### src/inc/bspdc_defines.vh
`ifndef BSPDC_DEFINES_VH
`define BSPDC_DEFINES_VH

// ----------------------------------------
// Register byte offsets
// ----------------------------------------
`define BSPDC_OFF_COARSE 12'h000
`define BSPDC_OFF_FINE 12'h004
`define BSPDC_OFF_UV_THR 12'h008
`define BSPDC_OFF_OV_THR 12'h00c
`define BSPDC_OFF_PERIPH 12'h010
`define BSPDC_OFF_ANALOG 12'h014
`define BSPDC_OFF_STATUS 12'h018
`define BSPDC_OFF_DEAD 12'h01c

// ----------------------------------------
// Field positions
// ----------------------------------------
`define BSPDC_FINE_REF_EN_BIT 7
`define BSPDC_FINE_CODE_MASK 8'h9f
`define BSPDC_PE_DIODE_BIT 7
`define BSPDC_PE_STRENGTH_BIT 6
`define BSPDC_PE_HBYP_BIT 5
`define BSPDC_PE_LBYP_BIT 4
`define BSPDC_PE_PULLDN_BIT 3
`define BSPDC_PE_PULLUP_BIT 2
`define BSPDC_PE_UVFAST_BIT 1
`define BSPDC_PE_OVFAST_BIT 0
`define BSPDC_AB_OVDET_BIT 7
`define BSPDC_AB_UVDET_BIT 6
`define BSPDC_ST_UV_BIT 0
`define BSPDC_ST_OV_BIT 1

// ----------------------------------------
// Reset values
// ----------------------------------------
`define BSPDC_RST_COARSE 8'h00
`define BSPDC_RST_FINE 8'h00
`define BSPDC_RST_THR 8'h00
`define BSPDC_RST_PERIPH 8'h00
`define BSPDC_RST_ANALOG 8'h00
`define BSPDC_RST_DEAD 8'h00

// ----------------------------------------
// Step sizes and timing
// ----------------------------------------
`define BSPDC_COARSE_STEP_UV 15000
`define BSPDC_FINE_STEP_UV 820
`define BSPDC_CLK_PERIOD_NS 10
`define BSPDC_HDLY_BASE_NS 11
`define BSPDC_LDLY_BASE_NS 4
`define BSPDC_DLY_STEP_NS 4

`endif

### src/hw/bspdc_top.v
`include "bspdc_defines.vh"

// ----------------------------------------
// Block overview
// ----------------------------------------
// Register map, one byte per aligned 32-bit word, upper bits read zero:
//   0x00 coarse set point code
//   0x04 fine set point code, reference enable in bit 7
//   0x08 undervoltage detect level
//   0x0c overvoltage detect level
//   0x10 driver control: mode, strength, bypasses, pulls, fast-off enables
//   0x14 analog enables: bit 7 overvoltage detect, bit 6 undervoltage detect
//   0x18 fault status: bit 0 undervoltage, bit 1 overvoltage, write one to clear
//   0x1c dead time codes: high side in bits 7-4, low side in bits 3-0
// Any other address, or a misaligned one, answers with an error response.
// Writes with byte lane zero disabled are dropped without an error.
//
// Bus timing:
//   Every transfer sees exactly one wait state.
//   The register takes its new value on the first access-phase edge.
//   Ready, error and read data are registered; ready and error stand for one cycle.
//   Read data holds its value until the next read.
//
// Pin inputs:
//   The sense code and the three switching events arrive from the analog side.
//   Each passes three flip-flops; a new value counts once stages two and
//   three agree, so a code caught mid-change is never acted upon.
//   This costs three to four cycles of latency on every event.
//
// Gate drive sequence:
//   A rising cycle start opens the cycle.
//   Unless bypassed, a high-side dead time gap runs first with both drives low.
//   The high drive then stands until the peak event.
//   Unless bypassed, a low-side dead time gap follows, both drives low again.
//   The low drive then stands until the next cycle start.
//   In diode emulation, the zero event ends the low drive early.
//   Both drives then rest low until the next cycle start.
//   Drives come from one state register, so they can never overlap.
//
// Dead time:
//   The gap is the programmed delay rounded up to whole clock periods.
//   At a 10 ns clock the gap is one to eight cycles long.
//   A finer delay would need a faster clock or an analog delay line.
//
// Faults:
//   Detection compares the settled sense code with each level code.
//   A disabled detector never raises its condition, whatever its level.
//   Each condition sets its sticky flag every cycle that it holds.
//   A clear in the same cycle as a detection loses to it.
//   With its fast-off bit set, a condition forces both drives low.
//   The sequencer parks idle and waits for a fresh cycle start to resume,
//   so a fault that clears mid-cycle never restarts a half cycle.
//
// Set point:
//   Coarse and fine codes go out only while the reference is enabled.
//   While disabled both codes read out as zero to the reference generator.
//   The register contents are kept, so enabling restores the old point.
//
// Reset:
//   Synchronous; all registers, flags, outputs and synchronisers clear.
//   Detection is therefore off until software enables it.

// Operation
// - Coarse code sets reference in 15 mV steps.
// - Fine code adds 0.82 mV per step above coarse setting.
// - Set point applies only when reference enable (fine bit 7) is one.
// - Coarse register is 8-bit read/write, reset to zero.
// - Fine code in bits 4-0; bits 6-5 read as zero.
// - Undervoltage flag sets below threshold, stays until software clears.
// - Overvoltage flag sets above threshold, stays until software clears.
// - Undervoltage threshold is 8-bit read/write, 15 mV per count.
// - Overvoltage threshold is 8-bit read/write, 15 mV per count.
// - Diode emulation ends low drive at zero crossing, both low till cycle start.
// - Synchronous mode keeps low drive high until next cycle start.
// - Control bit 7 selects diode emulation (1) or synchronous (0).
// - Control bit 6 selects high-side strength, one 1A, zero 2A.
// - Bypass bits 5 and 4 skip dead time; cleared inserts it.
// - Bit 3 enables negative sense pull-down, bit 2 positive sense pull-up.
// - Undervoltage fast-off bit forces both drives low on undervoltage.
// - Overvoltage fast-off bit forces both drives low on overvoltage.
// - Overvoltage detect disabled ignores overvoltage threshold.
// - Undervoltage detect disabled ignores undervoltage threshold.
module bspdc_top (
  input wire core_clk,
  input wire srst,
  input wire psel,
  input wire penable,
  input wire pwrite,
  input wire [11:0] paddr,
  input wire [31:0] pwdata,
  input wire [3:0] pstrb,
  output reg [31:0] prdata,
  output reg pready,
  output reg pslverr,
  input wire [7:0] vout_sense_code,
  input wire cycle_start,
  input wire peak_reached,
  input wire low_side_zero,
  output reg high_side_gate_drive,
  output reg low_side_gate_drive,
  output reg high_side_strength_select,
  output reg neg_sense_pulldown_enable,
  output reg pos_sense_pullup_enable,
  output reg reference_enable,
  output reg [7:0] coarse_setpoint_code,
  output reg [4:0] fine_setpoint_code
);

  // Cycles of dead time for a 4-bit code: ceil((base + 4*code) / period)
  function [3:0] dly_cycles;
    input [3:0] code;
    input [6:0] base_ns;
    reg [7:0] ns;
    reg [31:0] full;
    begin
      ns = {1'b0, base_ns} + {2'b00, code, 2'b00};
      // Whole periods rounded up; the slice keeps the small count on purpose
      full = ns / `BSPDC_CLK_PERIOD_NS + ((ns % `BSPDC_CLK_PERIOD_NS) != 0 ? 1 : 0);
      dly_cycles = full[3:0];
    end
  endfunction

  // Pin inputs pass three flip-flops; accepted when stages two and three agree
  function [0:0] agreed;
    input s2;
    input s3;
    input prev;
    begin
      agreed = (s2 == s3) ? s3 : prev;
    end
  endfunction

  // ----------------------------------------
  // Registers
  // ----------------------------------------
  reg [7:0] output_voltage_coarse;
  reg [7:0] output_voltage_fine;
  reg [7:0] undervoltage_threshold;
  reg [7:0] overvoltage_threshold;
  reg [7:0] driver_peripheral_control;
  reg [7:0] analog_block_enables;
  reg [7:0] dead_time_codes;
  reg undervoltage_flag;
  reg overvoltage_flag;

  // ----------------------------------------
  // Input synchronisers
  // ----------------------------------------
  reg [7:0] sense_s1, sense_s2, sense_s3, sense_q;
  reg [2:0] cs_s1, cs_s2, cs_s3;
  reg cs_q, pk_q, lz_q, cs_prev;

  // First stage feeds only the second
  always @(posedge core_clk) begin
    if (srst) begin
      sense_s1 <= 8'h00;
      sense_s2 <= 8'h00;
      sense_s3 <= 8'h00;
      sense_q <= 8'h00;
      cs_s1 <= 3'h0;
      cs_s2 <= 3'h0;
      cs_s3 <= 3'h0;
      cs_q <= 1'b0;
      pk_q <= 1'b0;
      lz_q <= 1'b0;
      cs_prev <= 1'b0;
    end else begin
      sense_s1 <= vout_sense_code;
      sense_s2 <= sense_s1;
      sense_s3 <= sense_s2;
      if (sense_s2 == sense_s3)
        sense_q <= sense_s3;
      cs_s1 <= {cycle_start, peak_reached, low_side_zero};
      cs_s2 <= cs_s1;
      cs_s3 <= cs_s2;
      cs_q <= agreed(cs_s2[2], cs_s3[2], cs_q);
      pk_q <= agreed(cs_s2[1], cs_s3[1], pk_q);
      lz_q <= agreed(cs_s2[0], cs_s3[0], lz_q);
      cs_prev <= cs_q;
    end
  end

  // Start of a switching cycle; idle level of the pin is low, so no false edge
  wire cycle_edge = cs_q & ~cs_prev;

  // ----------------------------------------
  // Fault detection
  // ----------------------------------------
  wire ov_det_en = analog_block_enables[`BSPDC_AB_OVDET_BIT];
  wire uv_det_en = analog_block_enables[`BSPDC_AB_UVDET_BIT];
  wire uv_cond = uv_det_en & (sense_q < undervoltage_threshold);
  wire ov_cond = ov_det_en & (sense_q > overvoltage_threshold);
  wire fast_off = (uv_cond & driver_peripheral_control[`BSPDC_PE_UVFAST_BIT]) |
    (ov_cond & driver_peripheral_control[`BSPDC_PE_OVFAST_BIT]);

  // ----------------------------------------
  // APB slave
  // ----------------------------------------
  wire wr_acc = psel & penable & pwrite & ~pready;
  wire rd_acc = psel & penable & ~pwrite & ~pready;
  wire addr_ok = (paddr <= `BSPDC_OFF_DEAD) && (paddr[1:0] == 2'b00);
  wire wr_lane = wr_acc & addr_ok & pstrb[0];
  wire clr_uv = wr_lane & (paddr == `BSPDC_OFF_STATUS) & pwdata[`BSPDC_ST_UV_BIT];
  wire clr_ov = wr_lane & (paddr == `BSPDC_OFF_STATUS) & pwdata[`BSPDC_ST_OV_BIT];
  reg [7:0] rd_byte;

  // Read multiplexer
  // Unmapped offsets read zero; the error flag is raised separately
  always @* begin
    case (paddr)
      `BSPDC_OFF_COARSE: rd_byte = output_voltage_coarse;
      `BSPDC_OFF_FINE: rd_byte = output_voltage_fine & `BSPDC_FINE_CODE_MASK;
      `BSPDC_OFF_UV_THR: rd_byte = undervoltage_threshold;
      `BSPDC_OFF_OV_THR: rd_byte = overvoltage_threshold;
      `BSPDC_OFF_PERIPH: rd_byte = driver_peripheral_control;
      `BSPDC_OFF_ANALOG: rd_byte = analog_block_enables;
      `BSPDC_OFF_STATUS: rd_byte = {6'h00, overvoltage_flag, undervoltage_flag};
      `BSPDC_OFF_DEAD: rd_byte = dead_time_codes;
      default: rd_byte = 8'h00;
    endcase
  end

  // Bus handshake and register writes; one wait state per access
  always @(posedge core_clk) begin
    if (srst) begin
      pready <= 1'b0;
      pslverr <= 1'b0;
      prdata <= 32'h0000_0000;
      output_voltage_coarse <= `BSPDC_RST_COARSE;
      output_voltage_fine <= `BSPDC_RST_FINE;
      undervoltage_threshold <= `BSPDC_RST_THR;
      overvoltage_threshold <= `BSPDC_RST_THR;
      driver_peripheral_control <= `BSPDC_RST_PERIPH;
      analog_block_enables <= `BSPDC_RST_ANALOG;
      dead_time_codes <= `BSPDC_RST_DEAD;
    end else begin
      pready <= wr_acc | rd_acc;
      pslverr <= (wr_acc | rd_acc) & ~addr_ok;
      if (rd_acc)
        prdata <= addr_ok ? {24'h000000, rd_byte} : 32'h0000_0000;
      if (wr_lane) begin
        case (paddr)
          `BSPDC_OFF_COARSE: output_voltage_coarse <= pwdata[7:0];
          `BSPDC_OFF_FINE: output_voltage_fine <= pwdata[7:0] & `BSPDC_FINE_CODE_MASK;
          `BSPDC_OFF_UV_THR: undervoltage_threshold <= pwdata[7:0];
          `BSPDC_OFF_OV_THR: overvoltage_threshold <= pwdata[7:0];
          `BSPDC_OFF_PERIPH: driver_peripheral_control <= pwdata[7:0];
          `BSPDC_OFF_ANALOG: analog_block_enables <= pwdata[7:0];
          `BSPDC_OFF_DEAD: dead_time_codes <= pwdata[7:0];
          default: ;
        endcase
      end
    end
  end

  // Sticky fault flags; a new detection wins over a clear
  // A clear while the condition still holds leaves the flag set
  always @(posedge core_clk) begin
    if (srst) begin
      undervoltage_flag <= 1'b0;
      overvoltage_flag <= 1'b0;
    end else begin
      undervoltage_flag <= uv_cond | (undervoltage_flag & ~clr_uv);
      overvoltage_flag <= ov_cond | (overvoltage_flag & ~clr_ov);
    end
  end

  // ----------------------------------------
  // Set point and sense outputs
  // ----------------------------------------
  always @(posedge core_clk) begin
    if (srst) begin
      reference_enable <= 1'b0;
      coarse_setpoint_code <= 8'h00;
      fine_setpoint_code <= 5'h00;
      high_side_strength_select <= 1'b0;
      neg_sense_pulldown_enable <= 1'b0;
      pos_sense_pullup_enable <= 1'b0;
    end else begin
      reference_enable <= output_voltage_fine[`BSPDC_FINE_REF_EN_BIT];
      // 15 mV per coarse step, 0.82 mV per fine step, zero when disabled
      coarse_setpoint_code <= output_voltage_fine[`BSPDC_FINE_REF_EN_BIT] ?
        output_voltage_coarse : 8'h00;
      fine_setpoint_code <= output_voltage_fine[`BSPDC_FINE_REF_EN_BIT] ?
        output_voltage_fine[4:0] : 5'h00;
      high_side_strength_select <= driver_peripheral_control[`BSPDC_PE_STRENGTH_BIT];
      neg_sense_pulldown_enable <= driver_peripheral_control[`BSPDC_PE_PULLDN_BIT];
      pos_sense_pullup_enable <= driver_peripheral_control[`BSPDC_PE_PULLUP_BIT];
    end
  end

  // ----------------------------------------
  // Gate drive sequencer
  // ----------------------------------------
  localparam [2:0] ST_IDLE = 3'h0;
  localparam [2:0] ST_HDLY = 3'h1;
  localparam [2:0] ST_HIGH = 3'h2;
  localparam [2:0] ST_LDLY = 3'h3;
  localparam [2:0] ST_LOW = 3'h4;

  reg [2:0] state;
  reg [2:0] next_state;
  reg [3:0] dly_cnt;
  reg [3:0] next_dly_cnt;
  wire diode_mode = driver_peripheral_control[`BSPDC_PE_DIODE_BIT];
  wire h_bypass = driver_peripheral_control[`BSPDC_PE_HBYP_BIT];
  wire l_bypass = driver_peripheral_control[`BSPDC_PE_LBYP_BIT];
  wire [3:0] h_cycles = dly_cycles(dead_time_codes[7:4], 7'd11);
  wire [3:0] l_cycles = dly_cycles(dead_time_codes[3:0], 7'd4);

  // Next-state logic; dead time is a gap with both drives low
  always @* begin
    next_state = state;
    next_dly_cnt = dly_cnt;
    case (state)
      ST_IDLE, ST_LOW: begin
        if (state == ST_LOW && diode_mode && lz_q)
          next_state = ST_IDLE;
        if (cycle_edge) begin
          if (h_bypass) begin
            next_state = ST_HIGH;
          end else begin
            next_state = ST_HDLY;
            next_dly_cnt = h_cycles;
          end
        end
      end
      ST_HDLY: begin
        if (dly_cnt <= 4'h1)
          next_state = ST_HIGH;
        else
          next_dly_cnt = dly_cnt - 4'h1;
      end
      ST_HIGH: begin
        if (pk_q) begin
          if (l_bypass) begin
            next_state = ST_LOW;
          end else begin
            next_state = ST_LDLY;
            next_dly_cnt = l_cycles;
          end
        end
      end
      ST_LDLY: begin
        if (dly_cnt <= 4'h1)
          next_state = ST_LOW;
        else
          next_dly_cnt = dly_cnt - 4'h1;
      end
      default: next_state = ST_IDLE;
    endcase
    if (fast_off)
      next_state = ST_IDLE;
  end

  // State register and registered drives
  always @(posedge core_clk) begin
    if (srst) begin
      state <= ST_IDLE;
      dly_cnt <= 4'h0;
      high_side_gate_drive <= 1'b0;
      low_side_gate_drive <= 1'b0;
    end else begin
      state <= next_state;
      dly_cnt <= next_dly_cnt;
      high_side_gate_drive <= (next_state == ST_HIGH);
      low_side_gate_drive <= (next_state == ST_LOW);
    end
  end

endmodule // bspdc_top

### config.mk
export PLATFORM = sky130hd
export DESIGN_NAME = bspdc_top
export DESIGN_NICKNAME = d
export VERILOG_FILES = /design/src/hw/bspdc_top.v
export VERILOG_INCLUDE_DIRS = /design/src /design/src/inc
export SDC_FILE = /design/constraint.sdc
export NUM_CORES = 1
export LEC_CHECK = 0
export BUFFER_PORTS_ARGS = -buffer_cell sky130_fd_sc_hd__buf_2
export CAP_MARGIN = 20
export CORE_ASPECT_RATIO = 0.6
export CORE_MARGIN = 1.5
export CORE_UTILIZATION = 45
export DETAILED_ROUTE_END_ITERATION = 8
export PLACE_DENSITY_LB_ADDON = 0.1
export SETUP_SLACK_MARGIN = 0.2
export SKIP_LAST_GASP = 1
export SYNTH_ARGS = -nofsm -noshare
export SYNTH_HDL_FRONTEND = slang
export SYNTH_SLANG_ARGS = --single-unit
### constraint.sdc
create_clock -name core_clk -period 4.72 [get_ports core_clk]
set_clock_uncertainty 0.05 [all_clocks]
set_input_delay 0.236 -clock core_clk [delete_from_list [all_inputs] [get_ports core_clk]]
set_output_delay 0.236 -clock core_clk [all_outputs]
set_load 0.05 [all_outputs]
==> metrics list <==
- The flow ran to the end, and the final reports show no timing, DRC or antenna violations.
* Worst-Skew Late Latency: 0.41 ns
- Summed over all nets, the half-perimeter wirelength after detailed placement is 12700 um.
- Portion of the clock cycle consumed by the worst path in the final layout: 91.1%
- Share of synthesized flip-flops with an asynchronous set or reset: 0%
* Starting density of the core: 46.9%
* Vias in the first global route: 5217
* Ratio of cells with drive above 1 in the final layout: 17.3%
- Relative to the synthesized area, the layout overhead comes to 18.5%.
- Standby leakage power: 3.58 nW
* Switching share of power: 23.8%
- The first global-routing pass estimated 27700 um of wire.
* Worst IR drop on VDD: 0.000207 V
- Post-Route WL: 17400 um
- Total I/O pin count: 117
- Power per unit of standard cell area: 327 mW/mm2
- Switching Power: 641 uW
* Post-synthesis area per instance: 8.85 um2
- Adding up every negative setup slack in the final design gives 0 ns.
* CTS tree: built
* Global-route met1 utilization: 33.5%
- Gpl congestion: 0.861
- Clock tree synthesis found a total of 137 sinks.
* Post-layout min period: 4.30 ns
- Slew HR: 30.4%
- Critical path's slowest cell: sky130_fd_sc_hd__a2111oi_2
- Number of register bits inferred by synthesis: 137
- Number of distinct library cell variants in the gate-level netlist after synthesis: 64
- Per report_power, the sequential group accounts for 43.8% of the total.
- Setup violations remaining at the end of the flow were counted as 0.
- Based on the critical path, the design can be clocked at up to 233 MHz.
* Total of warnings raised by yosys: 0
- Hold Path Cell Cnt: 3
- For the pin with the worst max-slew slack, the measured transition is 1.04 ns.
* Maximum number of buffers from clock root to sink: 2
- The first detailed-routing pass ran for 6 iterations.
- Biggest area contributors in the synthesized netlist: sky130_fd_sc_hd__dfxtp_1, sky130_fd_sc_hd__mux2i_1, sky130_fd_sc_hd__nor2_1
* Post-DR vias/cell: 5.35
- After synthesis the cells add up to 0.00695 mm2.
- After global routing, the most crowded layer is met1.
- The tree is rooted in a sky130_fd_sc_hd__clkbuf_16.
- Hold is met by 0.133 ns.
- Gate Count Post-Synth: 785
- Die Area: 0.0162 mm2
* Die W: 163 um
* Number of cell instances on the worst register-to-register path: 21
- Of the total power, combinational logic draws 6.0%.
* Worst hold-check path type: in2reg
- The largest total area in the synthesized netlist belongs to sky130_fd_sc_hd__dfxtp_1.
- Most used cell along the critical path: sky130_fd_sc_hd__ha_1
* Setup repair after global routing missed its margin: no
* Worst path max stage delay: 0.37 ns
* Type of element launching the critical path: register
- Floorplan Core Area: 0.0148 mm2
- Max-slew violation total from the final report: 0
* Initial DRC Count: 427
- Entering global routing, the biggest net connects 89 pins.
- Largest fanout of any net on the critical path: 8
* Category of the worst setup path capture point: register
- TritonCTS buffer count: 17
- Global routing consumed, over all layers together, 22.1% of the routing resources.
- For this run, global-route usage on met3 was measured as 4.13%.
- In the global route stage, met2 resource usage came out at 31.8%.
- Number of hold violations in the final report: 0
- Chain of cells forming the critical path: ha_4, a211oi_2, a31oi_1, ha_1, nand2b_4, nor3_4, nor3_4, xnor2_2, ha_2, o21ai_0, a21oi_1, a2111oi_2, a31oi_1, or2_2, ha_1, ha_1, nor3b_2, a21oi_1, o211ai_1, o21ai_1, nor2_1
- CP Class: reg2reg
- At the worst endpoint, the arrival time is 4.51 ns.
- The final route contains 5732 vias.
* Cell-internal power: 2.05 mW
- N_diodes: 0
* Fraction of power consumed by the clock network: 50.1%
* Die H: 99.3 um
- Number of levels in the clock H-tree: 4
- WL/cell: 16.2 um
* Number of maximum-capacitance constraint violations: 0
- Standard-cell rows: 34
- Yosys mapped a number of flops with a built-in enable equal to 0.
- In the final design database the tool counted 958 nets.
* Clock slew at the register clock pins of the worst setup and hold paths: 0.06 ns
- For this run, the register share of the synthesized area comes to 39.5%.
- Initial antenna violation count: 0
- CP Data Required Time: 4.93 ns
* Fraction of synthesized cell area taken by the top area cell type: 39.5%
- In this run the tool buffered the top-level ports with 65 buffer cells.
* GRT Residual Overflow: 0
- The detail route stage leaves a number of antenna-violating nets equal to 0.
- DR DRC count: 0
- In the synthesized netlist the dominant register cell turns out to be sky130_fd_sc_hd__dfxtp_1.
[per-layer routing]
| metal | share of wire (%) | wire length (um) |
|---|---|---|
| met5 | 0 | 0 |
| met4 | 0.74 | 129 |
| met3 | 7.4 | 1290 |
| met2 | 40 | 7000 |
| met1 | 51 | 8940 |
[synthesized netlist by cell type, types with 4 or more instances]
library cell / count
sky130_fd_sc_hd__dfxtp_1: 137
sky130_fd_sc_hd__nor2_1: 116
sky130_fd_sc_hd__mux2i_1: 71
sky130_fd_sc_hd__nor2b_1: 47
sky130_fd_sc_hd__a21oi_1: 36
sky130_fd_sc_hd__inv_1: 35
sky130_fd_sc_hd__ha_1: 34
sky130_fd_sc_hd__nand2_1: 33
sky130_fd_sc_hd__clkbuf_1: 28
sky130_fd_sc_hd__buf_4: 24
sky130_fd_sc_hd__o21ai_0: 23
sky130_fd_sc_hd__and2_1: 16
sky130_fd_sc_hd__nand2b_1: 14
sky130_fd_sc_hd__nand3_1: 11
sky130_fd_sc_hd__xor2_1: 11
sky130_fd_sc_hd__a21o_1: 10
sky130_fd_sc_hd__nor3_1: 10
sky130_fd_sc_hd__a211oi_1: 8
sky130_fd_sc_hd__buf_2: 8
sky130_fd_sc_hd__xnor2_1: 8
sky130_fd_sc_hd__a31oi_1: 6
sky130_fd_sc_hd__nand4_1: 6
sky130_fd_sc_hd__o22ai_1: 6
sky130_fd_sc_hd__a222oi_1: 5
sky130_fd_sc_hd__a311oi_1: 5
sky130_fd_sc_hd__nor4_1: 5
sky130_fd_sc_hd__o21a_1: 5
sky130_fd_sc_hd__nor3b_1: 4
sky130_fd_sc_hd__o211ai_1: 4
sky130_fd_sc_hd__or2_2: 4
[power groups by stage]
stage | clock network, mW | logic [mW] | registers (mW)
after floorplan | 0 | 0.115 | 1.22
after global placement | 0 | 0.154 | 1.21
after detailed placement | 0 | 0.155 | 1.21
after CTS | 1.38 | 0.163 | 1.18
after global routing | 1.44 | 0.175 | 1.18
final | 1.35 | 0.163 | 1.18
[cell usage in the layout (no fill, tap or decap), drive strengths merged, types with 4 or more instances in the layout]
master / instances
nand4: 7
xor2: 11
a311oi: 5
a21oi: 36
conb: 24
ha: 34
xnor2: 8
nand2: 33
a21o: 10
nor3: 13
nand3: 11
nand2b: 14
nor2b: 47
nor4: 7
a222oi: 5
clkbuf: 19
o22ai: 6
o211ai: 4
nor2: 116
nor3b: 4
mux2i: 71
and2: 17
or2: 4
o21ai: 24
o21a: 5
dlygate4sd3: 11
clkinvlp: 5
a31oi: 6
dfxtp: 137
a211oi: 9
inv: 37
buf: 85
[state kept, by name (all words and copies together), names as in the netlist, 3 cells and up]
name	flops
sense_s2	8
sense_s3	8
coarse_setpoint_code	8
analog_block_enables	8
cs_s2	3
overvoltage_threshold	8
dly_cnt	4
undervoltage_threshold	8
cs_s1	3
output_voltage_coarse	8
driver_peripheral_control	8
sense_s1	8
output_voltage_fine	6
state	3
cs_s3	3
sense_q	8
prdata	8
dead_time_codes	8
fine_setpoint_code	5
[logic make-up after synthesis]
kind of cell	after synthesis	synth area share, %
AND/OR/NAND/NOR	288	21.2
flip-flops	137	39.5
AO/OA/AOI/OAI	135	13.3
buffers and inverters	98	6.73
multiplexers	72	10.4
adder cells (fa/ha/maj)	34	6.12
XOR/XNOR	20	2.72
other	1	0.0540
[per-stage QoR]
step                utilization, %  worst slack, ns  total power, mW  instance area [um2]  instances
CTS                           54.9            0.228             2.72                 8130       1069
global route                  55.6            0.162             2.79                 8230       1071
global placement              50.1            0.303             1.36                 7410       1026
floorplan                        -            0.408             1.33                 7040        808
detailed placement            50.1            0.129             1.36                 7410       1026
finish                        55.6            0.420             2.70                 8230       1071
[cell type report]
class / instances / area (um2)
clock buffer: 19 / 433
clock inverter: 13 / 171
fill: 1349 / 6570
inverter: 35 / 131
multi-input combinational: 573 / 3910
sequential: 137 / 2750
tap: 198 / 248
timing repair buffer: 96 / 588
[critical path, delay by kind of cell (launching register included)]
kind            cells  cell delay (ns)
xor+xnor            1             0.20
flops               1             0.36
fa+ha+maj           5             1.26
compound gates      9             1.32
simple gates        6             0.96
[path summary, 6_finish.rpt]
path	startpoint	to	slack, ns
max	dead_time_codes[1]	dly_cnt[1]	0.42
min	psel	pready	0.13
max reg2reg	dead_time_codes[1]	dly_cnt[1]	0.42
min reg2reg	cs_s1[2]	cs_s2[2]	0.38
[timing repair]
item | 4_1_cts | 5_1_grt
endpoints found under the setup margin | 1 | 3
cloned | 0 | 0
endpoints found under the hold margin | 11 | 0
setup buffers | 0 | 2
pin swaps | 1 | 7
resized for setup | 1 | 25
hold buffers | 11 | 0
Note: power is estimated with default switching activity, not from simulation.
